==> src/pkg/prcd_params.svh <==
//==============================================================================
// Constants for the reset configuration clock decoder
//==============================================================================
// Purpose: named field positions, codes and decoded values
// Assumes: bit 0 of each field is its most significant bit
// Notes:   definitions only
`ifndef PRCD_PARAMS_SVH
`define PRCD_PARAMS_SVH

// Core PLL setting field, seven bits numbered 0..6
`define PRCD_CORE_W           7
`define PRCD_CORE_VCO_LSB     1
`define PRCD_CORE_VCO_MSB     0
`define PRCD_CORE_RAT_MSB     2
`define PRCD_CORE_RAT_LSB     5
`define PRCD_CORE_SEL_BIT     6
`define PRCD_CORE_RAT_CODE_3  4'h3
`define PRCD_CORE_SEL_CODE    1'h0
`define PRCD_CORE_RATIO_3     4'h3
`define PRCD_CORE_VCO_01      2'h1
`define PRCD_CORE_VCO_10      2'h2
`define PRCD_CORE_VCO_11      2'h3
`define PRCD_CORE_DIV_4       4'h4
`define PRCD_CORE_DIV_8       4'h8

// Engine PLL fields
`define PRCD_MULT_W           5
`define PRCD_DIV_W            1
`define PRCD_MULT_MIN         5'h02
`define PRCD_MULT_MAX         5'h08
`define PRCD_DIV_ZERO         1'h0
`define PRCD_EVCO_00          2'h0
`define PRCD_EVCO_01          2'h1
`define PRCD_EVCO_10          2'h2
`define PRCD_EVCO_DIV_2       4'h2
`define PRCD_EVCO_DIV_4       4'h4
`define PRCD_EVCO_DIV_8       4'h8

// Reset values of the held outputs
`define PRCD_RST_RATIO        4'h0
`define PRCD_RST_DIV          4'h0
`define PRCD_RST_MULT         5'h00

`endif

==> src/pkg/prcd_pkg.sv <==
//==============================================================================
// Types for the reset configuration clock decoder
//==============================================================================
// Purpose: carriers for the configuration fields and decoded settings
// Assumes: prcd_params.svh gives the field widths
// Notes:   bit 0 is the most significant bit of each field
`include "prcd_params.svh"

package prcd_pkg;

  // Clock fields of the low reset configuration word
  typedef struct packed {
    logic [0:`PRCD_CORE_W-1] core_pll_setting;
    logic [0:`PRCD_MULT_W-1] engine_pll_mult_field;
    logic [0:`PRCD_DIV_W-1]  engine_pll_div_field;
    logic [0:1]              engine_vco_div_field;
  } prcd_rcw_t;

  // Decoded clock settings and error flags
  typedef struct packed {
    logic [3:0] core_ratio;
    logic [3:0] core_vco_div;
    logic [4:0] engine_mult;
    logic [3:0] engine_vco_div;
    logic       core_err;
    logic       mult_err;
    logic       evco_err;
  } prcd_cfg_t;

endpackage

==> src/rtl/prcd_decode.sv <==
//==============================================================================
// Reset configuration clock decoder
//==============================================================================
// Purpose: decode PLL fields of the reset configuration word and hold them
// Assumes: cfg inputs and cfg_capture_n_in are synchronous to ref_clk_in
// Notes:   fields are sampled every edge while cfg_capture_n_in is low
//
// Function
// - Core code 0011 with select 0 gives 3:1; VCO divide 4 or 8.
// - Engine PLL factor comes only from multiplication and division fields; the VCO divider has its own field.
// - Engine factor is mult over one plus div; only 2..8 are legal.
// - Engine VCO code 00,01,10 gives 2,4,8; code 11 is reserved.
`timescale 1ns/1ps
`include "prcd_params.svh"

module prcd_decode (
  input  wire logic              ref_clk_in,
  input  wire logic              arst_n_in,
  input  wire logic              cfg_capture_n_in,
  input  wire prcd_pkg::prcd_rcw_t rcw_in,
  output logic [3:0]             core_ratio_out,
  output logic [3:0]             core_vco_div_out,
  output logic [4:0]             engine_mult_out,
  output logic [3:0]             engine_vco_div_out,
  output logic                   core_err_out,
  output logic                   engine_mult_err_out,
  output logic                   engine_vco_err_out,
  output logic                   cfg_error_out,
  output logic                   cfg_valid_out
);
  import prcd_pkg::*;

  //============================================================================
  // Field extraction
  //============================================================================
  logic [0:`PRCD_CORE_W-1] core_field;
  logic [3:0]              core_rat_code;
  logic                    core_sel;
  logic [1:0]              core_vco_code;
  logic [`PRCD_MULT_W-1:0] mult_field;
  logic [`PRCD_DIV_W-1:0]  div_field;
  logic [1:0]              evco_code;

  assign core_field    = rcw_in.core_pll_setting;
  assign core_rat_code = core_field[`PRCD_CORE_RAT_MSB:`PRCD_CORE_RAT_LSB];
  assign core_sel      = core_field[`PRCD_CORE_SEL_BIT];
  assign core_vco_code = core_field[`PRCD_CORE_VCO_MSB:`PRCD_CORE_VCO_LSB];
  // Engine settings look at nothing but these three fields
  assign mult_field    = rcw_in.engine_pll_mult_field;
  assign div_field     = rcw_in.engine_pll_div_field;
  assign evco_code     = rcw_in.engine_vco_div_field;

  //============================================================================
  // Core PLL decode
  //============================================================================
  logic       core_rat_ok;
  logic       core_vco_ok;
  logic [3:0] core_ratio_dec;
  logic [3:0] core_vco_dec;

  // Only the 3:1 row is known; any other ratio code is flagged
  assign core_rat_ok    = (core_rat_code == `PRCD_CORE_RAT_CODE_3) &&
                          (core_sel == `PRCD_CORE_SEL_CODE);
  assign core_ratio_dec = core_rat_ok ? `PRCD_CORE_RATIO_3 : `PRCD_RST_RATIO;

  // Top bits 01 give 4, 10 and 11 give 8; 00 has no defined divider
  assign core_vco_ok  = (core_vco_code == `PRCD_CORE_VCO_01) ||
                        (core_vco_code == `PRCD_CORE_VCO_10) ||
                        (core_vco_code == `PRCD_CORE_VCO_11);
  assign core_vco_dec = (core_vco_code == `PRCD_CORE_VCO_01) ? `PRCD_CORE_DIV_4 :
                        core_vco_ok ? `PRCD_CORE_DIV_8 : `PRCD_RST_DIV;

  // Frequency range of the core VCO is the source's choice; not checkable here
  // because the core clock rate is not known to this block

  //============================================================================
  // Engine PLL decode
  //============================================================================
  logic [`PRCD_MULT_W-1:0] div_plus_one;
  logic [`PRCD_MULT_W-1:0] mult_quot;
  logic                    mult_in_range;
  logic                    mult_ok;
  logic [4:0]              mult_dec;
  logic                    evco_ok;
  logic [3:0]              evco_dec;

  // Division kept general so wider divide fields still decode correctly
  assign div_plus_one  = `PRCD_MULT_W'(div_field) + `PRCD_MULT_W'(1);
  assign mult_quot     = mult_field / div_plus_one;
  assign mult_in_range = (mult_field >= `PRCD_MULT_MIN) &&
                         (mult_field <= `PRCD_MULT_MAX);
  // Nonzero divide codes have no defined rows, so they count as reserved
  assign mult_ok       = mult_in_range && (div_field == `PRCD_DIV_ZERO);
  assign mult_dec      = mult_ok ? mult_quot : `PRCD_RST_MULT;

  assign evco_ok  = (evco_code == `PRCD_EVCO_00) ||
                    (evco_code == `PRCD_EVCO_01) ||
                    (evco_code == `PRCD_EVCO_10);
  assign evco_dec = (evco_code == `PRCD_EVCO_00) ? `PRCD_EVCO_DIV_2 :
                    (evco_code == `PRCD_EVCO_01) ? `PRCD_EVCO_DIV_4 :
                    (evco_code == `PRCD_EVCO_10) ? `PRCD_EVCO_DIV_8 :
                    `PRCD_RST_DIV;

  //============================================================================
  // Capture state
  //============================================================================
  typedef enum logic [1:0] {
    PRCD_ST_CAPTURE = 2'b01,
    PRCD_ST_HOLD    = 2'b10
  } prcd_state_t;

  prcd_state_t state_reg;
  prcd_state_t state_next;
  prcd_cfg_t   cfg_reg;
  prcd_cfg_t   cfg_next;
  prcd_cfg_t   cfg_dec;
  logic        capture;

  //============================================================================
  // Reserved code flags
  //============================================================================
  logic core_err_dec;
  logic mult_err_dec;
  logic evco_err_dec;

  // Unknown core row and missing core VCO divider share one flag
  assign core_err_dec = ~(core_rat_ok & core_vco_ok);
  assign mult_err_dec = ~mult_ok;
  assign evco_err_dec = ~evco_ok;

  assign cfg_dec = '{core_ratio:     core_ratio_dec,
                     core_vco_div:   core_vco_dec,
                     engine_mult:    mult_dec,
                     engine_vco_div: evco_dec,
                     core_err:       core_err_dec,
                     mult_err:       mult_err_dec,
                     evco_err:       evco_err_dec};

  // Capture follows cfg_capture_n_in low; once it goes high the word may change freely
  always_comb begin
    state_next = state_reg;
    case (state_reg)
      PRCD_ST_CAPTURE: begin
        if (cfg_capture_n_in) begin
          state_next = PRCD_ST_HOLD;
        end
      end
      PRCD_ST_HOLD: begin
        if (!cfg_capture_n_in) begin
          state_next = PRCD_ST_CAPTURE;
        end
      end
      default: begin
        state_next = PRCD_ST_CAPTURE;
      end
    endcase
  end

  assign capture  = !cfg_capture_n_in;
  assign cfg_next = capture ? cfg_dec : cfg_reg;

  // Async reset loads constants only; the word itself is sampled by the clock
  always_ff @(posedge ref_clk_in or negedge arst_n_in) begin
    if (!arst_n_in) begin
      state_reg <= PRCD_ST_CAPTURE;
      cfg_reg   <= '0;
    end else begin
      state_reg <= state_next;
      cfg_reg   <= cfg_next;
    end
  end

  //============================================================================
  // Output registers
  //============================================================================
  logic error_next;
  logic valid_next;

  assign error_next = cfg_next.core_err | cfg_next.mult_err | cfg_next.evco_err;
  assign valid_next = (state_next == PRCD_ST_HOLD);

  // Outputs mirror cfg_next so they line up with the held copy
  // Decoded values; reserved codes read as zero here
  always_ff @(posedge ref_clk_in or negedge arst_n_in) begin
    if (!arst_n_in) begin
      core_ratio_out      <= `PRCD_RST_RATIO;
      core_vco_div_out    <= `PRCD_RST_DIV;
      engine_mult_out     <= `PRCD_RST_MULT;
      engine_vco_div_out  <= `PRCD_RST_DIV;
    end else begin
      core_ratio_out      <= cfg_next.core_ratio;
      core_vco_div_out    <= cfg_next.core_vco_div;
      engine_mult_out     <= cfg_next.engine_mult;
      engine_vco_div_out  <= cfg_next.engine_vco_div;
    end
  end

  // Flags; errors stay low in reset so a cold part shows no false alarm
  always_ff @(posedge ref_clk_in or negedge arst_n_in) begin
    if (!arst_n_in) begin
      core_err_out        <= 1'h0;
      engine_mult_err_out <= 1'h0;
      engine_vco_err_out  <= 1'h0;
      cfg_error_out       <= 1'h0;
      cfg_valid_out       <= 1'h0;
    end else begin
      core_err_out        <= cfg_next.core_err;
      engine_mult_err_out <= cfg_next.mult_err;
      engine_vco_err_out  <= cfg_next.evco_err;
      cfg_error_out       <= error_next;
      cfg_valid_out       <= valid_next;
    end
  end

endmodule

==> config.mk <==
export PLATFORM = sky130hd
export DESIGN_NAME = prcd_decode
export DESIGN_NICKNAME = d
export VERILOG_FILES = /design/src/pkg/prcd_pkg.sv /design/src/rtl/prcd_decode.sv
export VERILOG_INCLUDE_DIRS = /design/src /design/src/pkg
export SDC_FILE = /design/constraint.sdc
export NUM_CORES = 1
export LEC_CHECK = 0
export BUFFER_PORTS_ARGS = -buffer_cell sky130_fd_sc_hd__buf_2
export CAP_MARGIN = 25
export CORE_ASPECT_RATIO = 1.75
export CORE_MARGIN = 2
export CORE_UTILIZATION = 52
export CTS_BUF_LIST = sky130_fd_sc_hd__clkbuf_8 sky130_fd_sc_hd__clkbuf_16
export CTS_CLUSTER_DIAMETER = 80
export CTS_CLUSTER_SIZE = 8
export DETAILED_ROUTE_END_ITERATION = 10
export PLACE_DENSITY = 0.8
export SETUP_SLACK_MARGIN = 0.2
export SLEW_MARGIN = 20
export SYNTH_ARGS = -nofsm -noshare
export SYNTH_HDL_FRONTEND = slang
export SYNTH_SLANG_ARGS = --single-unit
==> constraint.sdc <==
create_clock -name ref_clk_in -period 2 [get_ports ref_clk_in]
set_input_delay 0.2 -clock ref_clk_in [delete_from_list [all_inputs] [get_ports ref_clk_in]]
set_output_delay 0.2 -clock ref_clk_in [all_outputs]
set_load 0.01 [all_outputs]
==> results.md <==
Outcome:
- The flow ran to the end, but the final reports show violations.
- The final reports fail on setup timing.

Clock tree:
- In this run the number of H-tree levels came out at 1.
- The clock-pin slew on the worst setup and hold paths is 0.07 ns.
- No sink is reached through more buffers than the 2 on the longest clock path.
- The clock reaches the later pin of the worst-skew pair after 0.25 ns.
- TritonCTS built the clock tree.
- The sink count of the clock tree is 18.
- The root buffer cell chosen for the clock tree is sky130_fd_sc_hd__clkbuf_8.
- The CTS buffer count is 3.

Power and ir drop:
- Across the VDD grid, the largest voltage drop is 0.000514 V.
- The post-layout total power is 0.00177 W.
- For this design the ratio of total power to cell area is 778 nW/um2.
- The static leakage power is 1.11 nW.

STA:
- The final worst-path cycle share is 2.17.
- The post-route worst setup slack is -2.33 ns.
- The remaining max-slew budget at the tightest pin is 0.657.
- Setup violations remaining at the end of the flow were counted as 3.
- The minimum period implied by the final worst setup slack is 4.33 ns.
- Setup repair after global routing could not meet its margin everywhere.
- The final hold slack is 0.196 ns.
- At the pin with the least slew margin, the transition time is 0.502 ns.
- The worst clock skew on the final layout is 0.00130 ns.
- Based on the critical path, the design can be clocked at up to 231 MHz.
- The number of hold violations in the final report is 0.
- The count of pins over their slew limit is 0.

Logic synthesis:
- Synthesis inferred 18 register bits.
- Yosys printed 0 warnings.
- For this run, the register share of the synthesized area comes to 0.329.
- After synthesis, the netlist uses 47 different library cells.
- Synthesis handed over a netlist of 152 instances.
- The mapped netlist covers 1370 um2.
- The post-synthesis area per instance is 9.03 um2.

Layout:
- The sequential standard cell area is 452 um2.
- Leaving out fill and tap cells, the most frequent cells in the layout are 35 x sky130_fd_sc_hd__buf_4, 32 x sky130_fd_sc_hd__buf_2, 19 x sky130_fd_sc_hd__buf_6.
- Summing all multi-input logic gate instances after layout gives 1020 um2.
- The library cell used most frequently in the layout, excluding fill and tap cells, is sky130_fd_sc_hd__buf_4.
- The number of fill cells in the layout is 101.
- The number of flip-flops under the largest register name is 5.
- The summed area of non-filler cells in the final layout is 2280 um2.
- Compared with the post-synthesis result, the final layout area differs by 66.2%.
- The repair_antennas step left the layout with diodes totalling 0.
- The largest registers in the layout are engine_mult_out: 5 flops, engine_vco_div_out: 3 flops.
- The finished layout holds 266 standard cells, fillers aside.
- The post-layout net count is 273.
- The top register by number of flip-flops is engine_mult_out.
- The fraction of final layout cells with drive strength greater than 1 is 0.525.

Place:
- The number of buffers added on ports is 34.
- The placed cell count is 237.
- The placer's final routability congestion estimate is 0.891.
- The placement-stage worst setup slack is -2.56 ns.
- Summed over all nets, the half-perimeter wirelength after detailed placement is 2.95 mm.
- The area after detailed placement is 1810 um2.

Global routing:
- The global routing stage identified its most utilized layer as met2.
- The largest net degree at the start of global routing is 21.
- The number of global-route vias before repair is 1655.
- The global-route congestion overflow total is 0.
- The initial antenna violation count is 0.
- The met3 track demand over resource is 0.0572.
- The all-layer global routing usage is 0.313.
- The global-route wire length before repair is 7.34 mm.
- The met1 usage in global routing is 0.296.
- The met2 track utilization from global routing is 0.571.

Critical path:
- The reg-to-reg startpoint is state_reg[0].
- The worst setup path startpoint is rcw_in[7].
- For the worst setup path, the data required time is 2.13 ns.
- The worst reg2reg path endpoint is cfg_valid_out.
- STA puts the critical path data arrival time at 4.46 ns.
- On the critical path, the stage with the largest delay is an instance of sky130_fd_sc_hd__fa_2.
- The endpoint of the worst setup timing path is engine_mult_out[2].
- In this run the worst path has a maximum fanout of 3.
- The startpoint class of the critical path is a primary input.
- The register-to-register setup slack is 0.41 ns.
- The category of the most critical setup path is in -> reg.
- The number of cells on the worst reg-to-reg path is 6.
- STA classifies the critical path endpoint as a flip-flop.
- On the worst path, the slowest cell contributes a delay of 0.42 ns.
- The cell seen most often among critical-path stages is sky130_fd_sc_hd__buf_6.

Die:
- The die is 42.8 um wide.
- The initial utilization of the core area, before any placement, comes to 0.551.
- The die covers 3080 um2.
- Pin placement for this block handled 40 I/O pins.
- Measured along the y axis, the die boundary spans 72.0 um.
- The site row count is 24.
- The core area is 2490 um2.

Routing:
- Summing over every cut layer, the via total after detailed routing is 1657.
- The routed design has 5.43 mm of wire.
- The initial detailed-routing violation count is 73.
- The average via count per standard cell is 6.23.
- After detailed routing, the average wire length per cell comes to 20.4 um.
- The number of detailed-route iterations in the first pass is 4.
- The post-route antenna net violation count is 0.
- The DRC violation count after routing is 0.

Run:
- The max-capacitance violation count is 0.

Min path:
- The classification of the worst-slack hold path is in -> reg.
==> worst max-delay path: cells and delay by family <==
family,cells,cell delay (ns)
and+or+nand+nor,4,0.46
buffers and inverters,18,1.90
adders and majority gates,3,0.83
AOI/OAI and AO/OA,4,1.03
==> cells by family (layout without fill, tap and decap cells) <==
group | after synthesis | after routing | synth area share
AOI/OAI and AO/OA | 45 | 45 | 0.244
adders and majority gates | 14 | 14 | 0.133
buffers and inverters | 20 | 104 | 0.0711
DFF | 18 | 18 | 0.329
muxes | 4 | 4 | 0.0301
other | 1 | 5 | 0.00273
and+or+nand+nor | 50 | 50 | 0.190
==> cell usage after synthesis, drive strengths merged <==
library cell  number  area, um2
a22o               7       63.8
a211o              2       18.8
o21ai             10       50.1
ha                13        163
buf                7       48.8
conb               1       3.75
or3                2       12.5
a21oi              6       30.0
clkbuf             2       7.51
o21a               2       15.0
fa                 1       20.0
nor4               1       6.26
nor2b              7       43.8
a31oi              3       25.0
o311a              1       10.0
o31ai              1       7.51
o2bb2ai            1       8.76
inv               11       41.3
nor3               3       26.3
a311o              2       20.0
nand3              2       10.0
dfrtp             17        425
nand2b             1       6.26
nor2              11       41.3
a311oi             1       8.76
a221oi             2       17.5
o22a               1       8.76
o211ai             2       15.0
nor3b              1       7.51
or2                3       18.8
nand2             14       52.6
o211a              1       10.0
nor4b              1       8.76
dfstp              1       26.3
and3               1       6.26
mux2               1       11.3
a31o               2       17.5
or4                1       7.51
a2111oi            1       8.76
mux2i              3       30.0
and2               2       12.5
==> area by class of cell <==
| type | count | area share |
|---|---|---|
| Sequential cell | 18 | 0.198 |
| Timing Repair Buffer | 89 | 0.297 |
| Multi-Input combinational cell | 118 | 0.447 |
| Tap cell | 26 | 0.0143 |
| Inverter | 11 | 0.0197 |
| Clock buffer | 4 | 0.0241 |
==> power breakdown <==
part / leakage [nW] / internal, W / switching [W]
logic: 0.858 / 0.000542 / 0.000484
clock network: 0.0288 / 0.000175 / 0.000119
registers: 0.224 / 0.000421 / 0.0000333
total: 1.11 / 0.00114 / 0.000637
==> layer usage <==
metal / share of wire / vias to the layer above
met5: 0 / -
met4: 0.070 / 0
met3: 0.067 / 35
met2: 0.54 / 113
met1: 0.32 / 788
li1: - / 721
==> worst min-delay path by stage <==
stage,start,end,slack (ns),depth (start not counted)
after floorplan,arst_n_in,cfg_error_out,-0.1,0
after global placement,arst_n_in,engine_vco_div_out[1],0.13,1
after detailed placement,arst_n_in,engine_vco_div_out[2],0.14,1
after CTS,rcw_in[14],core_vco_div_out[2],0.17,2
after global routing,rcw_in[0],engine_vco_div_out[2],0.22,2
final,rcw_in[14],core_vco_div_out[2],0.20,2
==> repair_timing <==
item	4_1_cts	5_1_grt
pin swaps	18	17
gates resized for setup	19	29
cloned	0	0
endpoints found under the setup margin	4	4
endpoints found under the hold margin	17	0
hold buffers	1	0
setup buffers	20	4
==> metrics by stage <==
step                utilization  setup TNS, ns
global placement          0.726          -5.25
detailed placement        0.726          -5.66
finish                    0.915          -6.38
global route              0.915          -6.55
CTS                       0.856          -5.97
floorplan                     -          -4.28
No activity file was read; power rests on OpenSTA's default activity.
